## src/pkg/chan_cfg_pkg.sv

```systemverilog
package chan_cfg_pkg;

  // ************************************************************
  // Register indices (byte address is four times the index)
  // ************************************************************
  localparam logic [5:0] IDX_CHAN1_GAIN_LOW = 6'h12;
  localparam logic [5:0] IDX_CHAN2_CONFIG = 6'h13;
  localparam logic [5:0] IDX_CHAN2_OFFSET_HIGH = 6'h14;
  localparam logic [5:0] IDX_CHAN2_OFFSET_LOW = 6'h15;
  localparam logic [5:0] IDX_CHAN2_GAIN_HIGH = 6'h16;
  localparam logic [5:0] IDX_CHAN2_GAIN_LOW = 6'h17;
  localparam logic [5:0] IDX_CHAN3_CONFIG = 6'h18;
  localparam int ADDR_LSB = 2;
  localparam int ADDR_W = 8;

  // ************************************************************
  // Field layout
  // ************************************************************
  localparam int SKEW_HI = 15;
  localparam int SKEW_LO = 6;
  localparam int SKEW_W = 10;
  localparam int DC_OFF_BIT = 2;
  localparam int SEL_HI = 1;
  localparam int SEL_LO = 0;
  localparam int CAL_W = 24;
  localparam int LOW_HI = 15;
  localparam int LOW_LO = 8;

  // Writable bits per register kind
  localparam logic [15:0] CFG_MASK = 16'hffc7;
  localparam logic [15:0] HIGH_MASK = 16'hffff;
  localparam logic [15:0] LOW_MASK = 16'hff00;

  // ************************************************************
  // Reset values
  // ************************************************************
  localparam logic [15:0] CFG_RST = 16'h0000;
  localparam logic [15:0] OFFSET_HIGH_RST = 16'h0000;
  localparam logic [15:0] OFFSET_LOW_RST = 16'h0000;
  localparam logic [15:0] GAIN_HIGH_RST = 16'h8000;
  localparam logic [15:0] GAIN_LOW_RST = 16'h0000;

  // ************************************************************
  // Input routing codes
  // ************************************************************
  typedef enum logic [1:0] {
    SEL_OWN_PINS = 2'h0,
    SEL_SHORTED = 2'h1,
    SEL_POS_TEST = 2'h2,
    SEL_NEG_TEST = 2'h3
  } input_sel_t;

  // AXI responses
  localparam logic [1:0] RESP_OKAY = 2'h0;
  localparam logic [1:0] RESP_SLVERR = 2'h2;

endpackage

```

## src/hdl/chan_cfg_regs.sv

```systemverilog
// Design decision made here: register access over AXI4-Lite.
`timescale 1ns/1ps
// Overview of operation
// - Config bits 15:6 hold a signed ten-bit sampling skew in modulator cycles.
// - Config bit 2 set disables DC rejection for that channel; clear follows global.
// - Config bits 1:0 route own pins, shorted, positive or negative test signal.
// - Channel 2 input select is its own, resetting to own pin pair.
// - Every configuration register resets to zero.
// - Offset high register holds offset bits 23:8, read/write, resets to zero.
// - Offset low register holds offset bits 7:0 in 15:8; low byte reads zero.
// - Gain high register holds gain bits 23:8 and resets to 8000h.
// - Gain low register holds gain bits 7:0 in 15:8; low byte reads zero.
// - Channel 2 set sits at 13h to 17h, channel 3 config at 18h.
// - Channel 3 config has the same fields, stored independently.
module chan_cfg_regs (
  // Clock, reset, enable
  input wire logic clk,
  input wire logic rst,
  input wire logic clk_en,
  // AXI4-Lite write address
  input wire logic [chan_cfg_pkg::ADDR_W-1:0] s_axi_awaddr,
  input wire logic s_axi_awvalid,
  output logic s_axi_awready,
  // AXI4-Lite write data
  input wire logic [31:0] s_axi_wdata,
  input wire logic [3:0] s_axi_wstrb,
  input wire logic s_axi_wvalid,
  output logic s_axi_wready,
  // AXI4-Lite write response
  output logic [1:0] s_axi_bresp,
  output logic s_axi_bvalid,
  input wire logic s_axi_bready,
  // AXI4-Lite read address
  input wire logic [chan_cfg_pkg::ADDR_W-1:0] s_axi_araddr,
  input wire logic s_axi_arvalid,
  output logic s_axi_arready,
  // AXI4-Lite read data
  output logic [31:0] s_axi_rdata,
  output logic [1:0] s_axi_rresp,
  output logic s_axi_rvalid,
  input wire logic s_axi_rready,
  // Global setting from elsewhere in the core
  input wire logic global_dc_reject_setting,
  // Channel 1 tail
  output logic [7:0] chan1_gain_lower,
  // Channel 2 controls
  output logic [chan_cfg_pkg::SKEW_W-1:0] chan2_skew,
  output logic chan2_dc_reject_off,
  output logic chan2_dc_reject_en,
  output chan_cfg_pkg::input_sel_t chan2_input_select,
  output logic [chan_cfg_pkg::CAL_W-1:0] chan2_offset_cal,
  output logic [chan_cfg_pkg::CAL_W-1:0] chan2_gain_cal,
  // Channel 3 controls
  output logic [chan_cfg_pkg::SKEW_W-1:0] chan3_skew,
  output logic chan3_dc_reject_off,
  output logic chan3_dc_reject_en,
  output chan_cfg_pkg::input_sel_t chan3_input_select
);
  import chan_cfg_pkg::*;

  // ************************************************************
  // Storage
  // ************************************************************
  logic [15:0] chan1_gain_low_r, chan1_gain_low_nxt;
  logic [15:0] chan2_config_r, chan2_config_nxt;
  logic [15:0] chan2_offset_high_r, chan2_offset_high_nxt;
  logic [15:0] chan2_offset_low_r, chan2_offset_low_nxt;
  logic [15:0] chan2_gain_high_r, chan2_gain_high_nxt;
  logic [15:0] chan2_gain_low_r, chan2_gain_low_nxt;
  logic [15:0] chan3_config_r, chan3_config_nxt;

  // Bus state
  logic aw_full_r, aw_full_nxt;
  logic w_full_r, w_full_nxt;
  logic [5:0] aw_idx_r, aw_idx_nxt;
  logic [15:0] w_data_r, w_data_nxt;
  logic [1:0] w_strb_r, w_strb_nxt;
  logic bvalid_r, bvalid_nxt;
  logic [1:0] bresp_r, bresp_nxt;
  logic rvalid_r, rvalid_nxt;
  logic [1:0] rresp_r, rresp_nxt;
  logic [31:0] rdata_r, rdata_nxt;

  logic aw_take, w_take, ar_take, do_write;
  logic [15:0] rd_val;
  logic rd_hit;

  // Byte-lane merge restricted to the writable bits of a register
  function automatic logic [15:0] merge(input logic [15:0] old, input logic [15:0] data,
                                        input logic [1:0] strb, input logic [15:0] mask);
    logic [15:0] lanes;
    lanes = {{8{strb[1]}}, {8{strb[0]}}} & mask;
    merge = (old & ~lanes) | (data & lanes);
  endfunction

  // Decode of an index onto its stored value, reserved bits forced low
  function automatic logic [16:0] lookup(input logic [5:0] idx,
                                         input logic [15:0] c1gl, input logic [15:0] c2c,
                                         input logic [15:0] c2oh, input logic [15:0] c2ol,
                                         input logic [15:0] c2gh, input logic [15:0] c2gl,
                                         input logic [15:0] c3c);
    case (idx)
      IDX_CHAN1_GAIN_LOW: lookup = {1'b1, c1gl & LOW_MASK};
      IDX_CHAN2_CONFIG: lookup = {1'b1, c2c & CFG_MASK};
      IDX_CHAN2_OFFSET_HIGH: lookup = {1'b1, c2oh};
      IDX_CHAN2_OFFSET_LOW: lookup = {1'b1, c2ol & LOW_MASK};
      IDX_CHAN2_GAIN_HIGH: lookup = {1'b1, c2gh};
      IDX_CHAN2_GAIN_LOW: lookup = {1'b1, c2gl & LOW_MASK};
      IDX_CHAN3_CONFIG: lookup = {1'b1, c3c & CFG_MASK};
      default: lookup = 17'h00000;
    endcase
  endfunction

  // ************************************************************
  // AXI4-Lite slave
  // ************************************************************
  // Address and data are held separately, so either may arrive first
  assign s_axi_awready = clk_en && !aw_full_r && !bvalid_r;
  assign s_axi_wready = clk_en && !w_full_r && !bvalid_r;
  assign s_axi_arready = clk_en && !rvalid_r;
  assign aw_take = s_axi_awvalid && s_axi_awready;
  assign w_take = s_axi_wvalid && s_axi_wready;
  assign ar_take = s_axi_arvalid && s_axi_arready;
  assign do_write = aw_full_r && w_full_r;

  assign s_axi_bvalid = bvalid_r;
  assign s_axi_bresp = bresp_r;
  assign s_axi_rvalid = rvalid_r;
  assign s_axi_rresp = rresp_r;
  assign s_axi_rdata = rdata_r;

  always_comb begin
    logic [16:0] wr_hit;
    logic [16:0] rd_look;
    wr_hit = lookup(aw_idx_r, chan1_gain_low_r, chan2_config_r, chan2_offset_high_r,
                    chan2_offset_low_r, chan2_gain_high_r, chan2_gain_low_r, chan3_config_r);
    rd_look = lookup(s_axi_araddr[ADDR_LSB+5:ADDR_LSB], chan1_gain_low_r, chan2_config_r,
                     chan2_offset_high_r, chan2_offset_low_r, chan2_gain_high_r,
                     chan2_gain_low_r, chan3_config_r);
    rd_hit = rd_look[16];
    rd_val = rd_look[15:0];
    aw_full_nxt = aw_full_r;
    w_full_nxt = w_full_r;
    aw_idx_nxt = aw_idx_r;
    w_data_nxt = w_data_r;
    w_strb_nxt = w_strb_r;
    bvalid_nxt = bvalid_r;
    bresp_nxt = bresp_r;
    rvalid_nxt = rvalid_r;
    rresp_nxt = rresp_r;
    rdata_nxt = rdata_r;
    if (aw_take) begin
      aw_full_nxt = 1'b1;
      aw_idx_nxt = s_axi_awaddr[ADDR_LSB+5:ADDR_LSB];
    end
    if (w_take) begin
      w_full_nxt = 1'b1;
      w_data_nxt = s_axi_wdata[15:0];
      w_strb_nxt = s_axi_wstrb[1:0];
    end
    if (do_write) begin
      aw_full_nxt = 1'b0;
      w_full_nxt = 1'b0;
      bvalid_nxt = 1'b1;
      bresp_nxt = wr_hit[16] ? RESP_OKAY : RESP_SLVERR;
    end
    if (bvalid_r && s_axi_bready) begin
      bvalid_nxt = 1'b0;
    end
    if (ar_take) begin
      rvalid_nxt = 1'b1;
      rresp_nxt = rd_hit ? RESP_OKAY : RESP_SLVERR;
      rdata_nxt = {16'h0000, rd_val};
    end else if (rvalid_r && s_axi_rready) begin
      rvalid_nxt = 1'b0;
    end
  end

  // ************************************************************
  // Register writes
  // ************************************************************
  // Masks keep reserved bits at zero in storage, not just on read
  always_comb begin
    chan1_gain_low_nxt = chan1_gain_low_r;
    chan2_config_nxt = chan2_config_r;
    chan2_offset_high_nxt = chan2_offset_high_r;
    chan2_offset_low_nxt = chan2_offset_low_r;
    chan2_gain_high_nxt = chan2_gain_high_r;
    chan2_gain_low_nxt = chan2_gain_low_r;
    chan3_config_nxt = chan3_config_r;
    if (do_write) begin
      case (aw_idx_r)
        IDX_CHAN1_GAIN_LOW: begin
          chan1_gain_low_nxt = merge(chan1_gain_low_r, w_data_r, w_strb_r, LOW_MASK);
        end
        IDX_CHAN2_CONFIG: begin
          chan2_config_nxt = merge(chan2_config_r, w_data_r, w_strb_r, CFG_MASK);
        end
        IDX_CHAN2_OFFSET_HIGH: begin
          chan2_offset_high_nxt = merge(chan2_offset_high_r, w_data_r, w_strb_r,
                                        HIGH_MASK);
        end
        IDX_CHAN2_OFFSET_LOW: begin
          chan2_offset_low_nxt = merge(chan2_offset_low_r, w_data_r, w_strb_r,
                                       LOW_MASK);
        end
        IDX_CHAN2_GAIN_HIGH: begin
          chan2_gain_high_nxt = merge(chan2_gain_high_r, w_data_r, w_strb_r, HIGH_MASK);
        end
        IDX_CHAN2_GAIN_LOW: begin
          chan2_gain_low_nxt = merge(chan2_gain_low_r, w_data_r, w_strb_r, LOW_MASK);
        end
        IDX_CHAN3_CONFIG: begin
          chan3_config_nxt = merge(chan3_config_r, w_data_r, w_strb_r, CFG_MASK);
        end
        default: begin
        end
      endcase
    end
  end

  always_ff @(posedge clk) begin
    if (rst) begin
      chan1_gain_low_r <= GAIN_LOW_RST;
      chan2_config_r <= CFG_RST;
      chan2_offset_high_r <= OFFSET_HIGH_RST;
      chan2_offset_low_r <= OFFSET_LOW_RST;
      chan2_gain_high_r <= GAIN_HIGH_RST;
      chan2_gain_low_r <= GAIN_LOW_RST;
      chan3_config_r <= CFG_RST;
      aw_full_r <= 1'b0;
      w_full_r <= 1'b0;
      aw_idx_r <= 6'h00;
      w_data_r <= 16'h0000;
      w_strb_r <= 2'h0;
      bvalid_r <= 1'b0;
      bresp_r <= RESP_OKAY;
      rvalid_r <= 1'b0;
      rresp_r <= RESP_OKAY;
      rdata_r <= 32'h00000000;
    end else if (clk_en) begin
      chan1_gain_low_r <= chan1_gain_low_nxt;
      chan2_config_r <= chan2_config_nxt;
      chan2_offset_high_r <= chan2_offset_high_nxt;
      chan2_offset_low_r <= chan2_offset_low_nxt;
      chan2_gain_high_r <= chan2_gain_high_nxt;
      chan2_gain_low_r <= chan2_gain_low_nxt;
      chan3_config_r <= chan3_config_nxt;
      aw_full_r <= aw_full_nxt;
      w_full_r <= w_full_nxt;
      aw_idx_r <= aw_idx_nxt;
      w_data_r <= w_data_nxt;
      w_strb_r <= w_strb_nxt;
      bvalid_r <= bvalid_nxt;
      bresp_r <= bresp_nxt;
      rvalid_r <= rvalid_nxt;
      rresp_r <= rresp_nxt;
      rdata_r <= rdata_nxt;
    end
  end

  // ************************************************************
  // Channel controls
  // ************************************************************
  // Readies drop while frozen so no beat looks taken that the state cannot hold;
  // responses keep standing then, so a master should not release them while frozen.
  assign chan1_gain_lower = chan1_gain_low_r[LOW_HI:LOW_LO];
  assign chan2_skew = chan2_config_r[SKEW_HI:SKEW_LO];
  assign chan2_dc_reject_off = chan2_config_r[DC_OFF_BIT];
  assign chan2_dc_reject_en = global_dc_reject_setting && !chan2_dc_reject_off;
  assign chan2_input_select = input_sel_t'(chan2_config_r[SEL_HI:SEL_LO]);
  assign chan2_offset_cal = {chan2_offset_high_r, chan2_offset_low_r[LOW_HI:LOW_LO]};
  assign chan2_gain_cal = {chan2_gain_high_r, chan2_gain_low_r[LOW_HI:LOW_LO]};
  assign chan3_skew = chan3_config_r[SKEW_HI:SKEW_LO];
  assign chan3_dc_reject_off = chan3_config_r[DC_OFF_BIT];
  assign chan3_dc_reject_en = global_dc_reject_setting && !chan3_dc_reject_off;
  assign chan3_input_select = input_sel_t'(chan3_config_r[SEL_HI:SEL_LO]);

endmodule

```

## config.mk

```make
export PLATFORM = sky130hd
export DESIGN_NAME = chan_cfg_regs
export DESIGN_NICKNAME = d
export VERILOG_FILES = /design/src/pkg/chan_cfg_pkg.sv /design/src/hdl/chan_cfg_regs.sv
export SDC_FILE = /design/constraint.sdc
export NUM_CORES = 1
export LEC_CHECK = 0
export ABC_CLOCK_PERIOD_IN_PS = 3200
export BUFFER_PORTS_ARGS = -buffer_cell sky130_fd_sc_hd__buf_4
export CAP_MARGIN = 20
export CORE_MARGIN = 5
export CORE_UTILIZATION = 50
export CTS_BUF_LIST = sky130_fd_sc_hd__clkbuf_4
export CTS_CLUSTER_SIZE = 12
export DETAILED_ROUTE_END_ITERATION = 10
export GPL_ROUTABILITY_DRIVEN = 0
export PLACE_DENSITY = 0.88
export SYNTH_ARGS = -nofsm -noshare
export SYNTH_HDL_FRONTEND = slang
export SYNTH_SLANG_ARGS = --single-unit
export TNS_END_PERCENT = 5
```

## constraint.sdc

```tcl
create_clock -name clk -period 3.2 [get_ports clk]
set_input_delay 0.16 -clock clk [delete_from_list [all_inputs] [get_ports clk]]
set_output_delay 0.16 -clock clk [all_outputs]
set_load 0.02 [all_outputs]
```

==> out/results.txt <==
Remaining global-route overflow: 0
Slowest-stage cell, CP: or4_1
Largest net degree at the start of global routing: 73
CTS Sinks: 128
Post-DRT Antenna Nets: 0
Final HPWL DP: 11400 µm
Hold Crit Endpoint: aw_full_r
Antenna fix cells: 0
Post-route setup TNS: 0 ns
VDD IR max: 0.372 mV
Seq cells post-synth: 128
Max-slew violations: 0
DR vias/cell: 5.54
Initial antenna violation count: 0
Post-synth top flop: dfxtp_1
Commonest non-fill, non-tap cells in the layout: 149 x buf_4, 128 x dfxtp_1, 96 x nor2_1
Critical-path maximum fanout: 8
Area Growth Syn to Fin: 27.9%
Height of the die: 116 µm
Fraction of layout cells with a size suffix above 1: 27.1%
Setup ws final: 1.11 ns
# rows: 38
Rel. slew slack: 43.5%
Port-buffer cells: 145
WL final: 16300 µm
Avg WL per Cell: 18.6 µm
CTS tree: built
Status: finished clean
Pre-antenna DRT Iters: 5
Fin crit share: 65.5%
Clock Skews: 0.0155 ns
Vias in the first global route: 4917
CTS buffer count: 17
Netlist Area Pre-Place: 0.00557 mm²
Post-synth ARST share: 0%
Placed inst area: 0.00658 mm²
Reg clk slew, reported paths: 0.10 ns
Post-route DRC: 0
Fmax: 477 MHz
Worst Hold Depth: 4
Worst Setup Path Type: flip-flop to flip-flop
Core ar.: 0.0109 mm²
Worst min-delay path class: input port to flip-flop
Die Width: 116 µm
Root Driver: clkbuf_4
Sequential cell area fraction in the yosys report: 46.0%
DR iter-0 viols: 386
Post-CTS setup buffer count: 0
Worst-Skew Late Latency: 0.53 ns
Nets: 787
Req. time, crit path: 3.59 ns
Worst r2r path cells: 4
Crit-path cells: or3b_1, or4_1, mux2i_1, nor2_1
H-Tree Depth: 4
Final Hold Viols: 0
Final setup vio count: 0
CP arrival: 2.49 ns
Reg2Reg Setup Slack: 1.11 ns
CTS Hold Bufs: 28
Multi-input logic area: 0.00272 mm²
PD cells: 408 mW/mm²
Post-synth EDFFs: 0
Avg Cell Area, Syn: 9.65 µm²
Static Leakage: 3.24 nW
Critical path's largest stage delay: 0.81 ns
Io pins: 186
Die area: 0.0133 mm²
Worst reg2reg path startpoint: aw_idx_r[4]
Worst slack, placed: 1.12 ns
CTS-repair resized insts: 0
Synthesis warning total: 0
Hold_sp: clk_en
Post-route minimum period: 2.09 ns
Max Cap Viol: 0
CP Capture Type: flip-flop
Critical Path Start Type: flip-flop
Register area: 0.00256 mm²
DR vias: 4862
Post-synthesis cell count: 577
Final Cell Area: 0.00712 mm²
Synth cell types: 43
Global-route wire length before repair: 25300 µm
Initial Util: 51.1%
Fill cells: 841
GRT Resource Usage Total: 24.6%
Worst slew pin tran: 0.841 ns
RSZ-0062 raised after global routing: no
Commonest non-fill, non-tap cell in the layout: buf_4
Longest Clk Path Bufs: 2
==> per-stage QoR <==
stage / total power (W) / cells / hold WS, ns / utilization (%)
2_1_floorplan: 0.00182 / 594 / 0.278 / -
6_report: 0.00290 / 877 / 0.0780 / 65.4
4_1_cts: 0.00290 / 877 / 0.0581 / 65.4
3_3_place_gp: 0.00187 / 819 / 0.364 / 60.5
5_1_grt: 0.00301 / 877 / 0.0682 / 65.4
3_5_place_dp: 0.00188 / 819 / 0.368 / 60.5
==> final cells by class <==
cell class,count,share of cell area (%)
timing repair buffer,177,19.7
inverter,2,0.106
clock buffer,21,2.22
tap,140,2.46
sequential,128,36.0
multi-input combinational,400,38.2
clock inverter,9,1.32
==> synth_stat cells (all sizes together), types with 3 or more instances <==
library cell / number / area (µm²)
nor2b: 6 / 37.5
mux2: 8 / 90.1
clkbuf: 31 / 116
a21o: 8 / 60.1
nand2: 52 / 195
nor3b: 3 / 22.5
a221oi: 13 / 114
a21oi: 28 / 140
nand2b: 4 / 25.0
o21ai: 5 / 25.0
mux4: 8 / 180
a32oi: 3 / 26.3
dfxtp: 128 / 2560
nor3: 17 / 96.4
mux2i: 95 / 951
buf: 33 / 223
nand3b: 6 / 45.0
nor2: 97 / 367
nand4: 5 / 37.5
or3b: 3 / 26.3
==> where the power goes <==
group          internal (W)  switching [W]  leakage (nW)
combinational     0.0000983       0.000132          2.07
clock              0.000478       0.000551         0.141
sequential          0.00161      0.0000299          1.03
==> cell families after synthesis <==
family	after synthesis	synth area share (%)
AO/OA/AOI/OAI	64	7.67
buffers and inverters	66	6.23
flip-flops	128	46.0
AND/OR/NAND/NOR	207	18.1
multiplexers	111	21.9
other	1	0.0674
==> worst max path at each step <==
stage	start	end	slack, ns	cells after the start
after global placement	s_axi_araddr[2]	s_axi_rdata[8]	1.19	5
after floorplan	s_axi_bvalid	w_data_r[14]	1.33	5
after global routing	w_full_r	flip-flop	0.95	4
after detailed placement	aw_idx_r[4]	flip-flop	1.12	4
after CTS	aw_idx_r[4]	flip-flop	1.10	4
final	aw_idx_r[4]	flip-flop	1.11	4
==> metal layers <==
metal | wire [µm] | global-route usage [%] | vias up
li1 | - | - | 2267
met1 | 6380 | 28.9 | 2325
met2 | 7970 | 40.4 | 223
met3 | 1370 | 7.99 | 47
met4 | 552 | 12.3 | 0
met5 | 0 | 0 | -
==> worst max-delay path: cells and delay by family (launching register included) <==
kind             cells  cell delay, ns
DFF                  1            0.40
muxes                1            0.28
and+or+nand+nor      3            1.29
(Power assumes the default switching activity.)
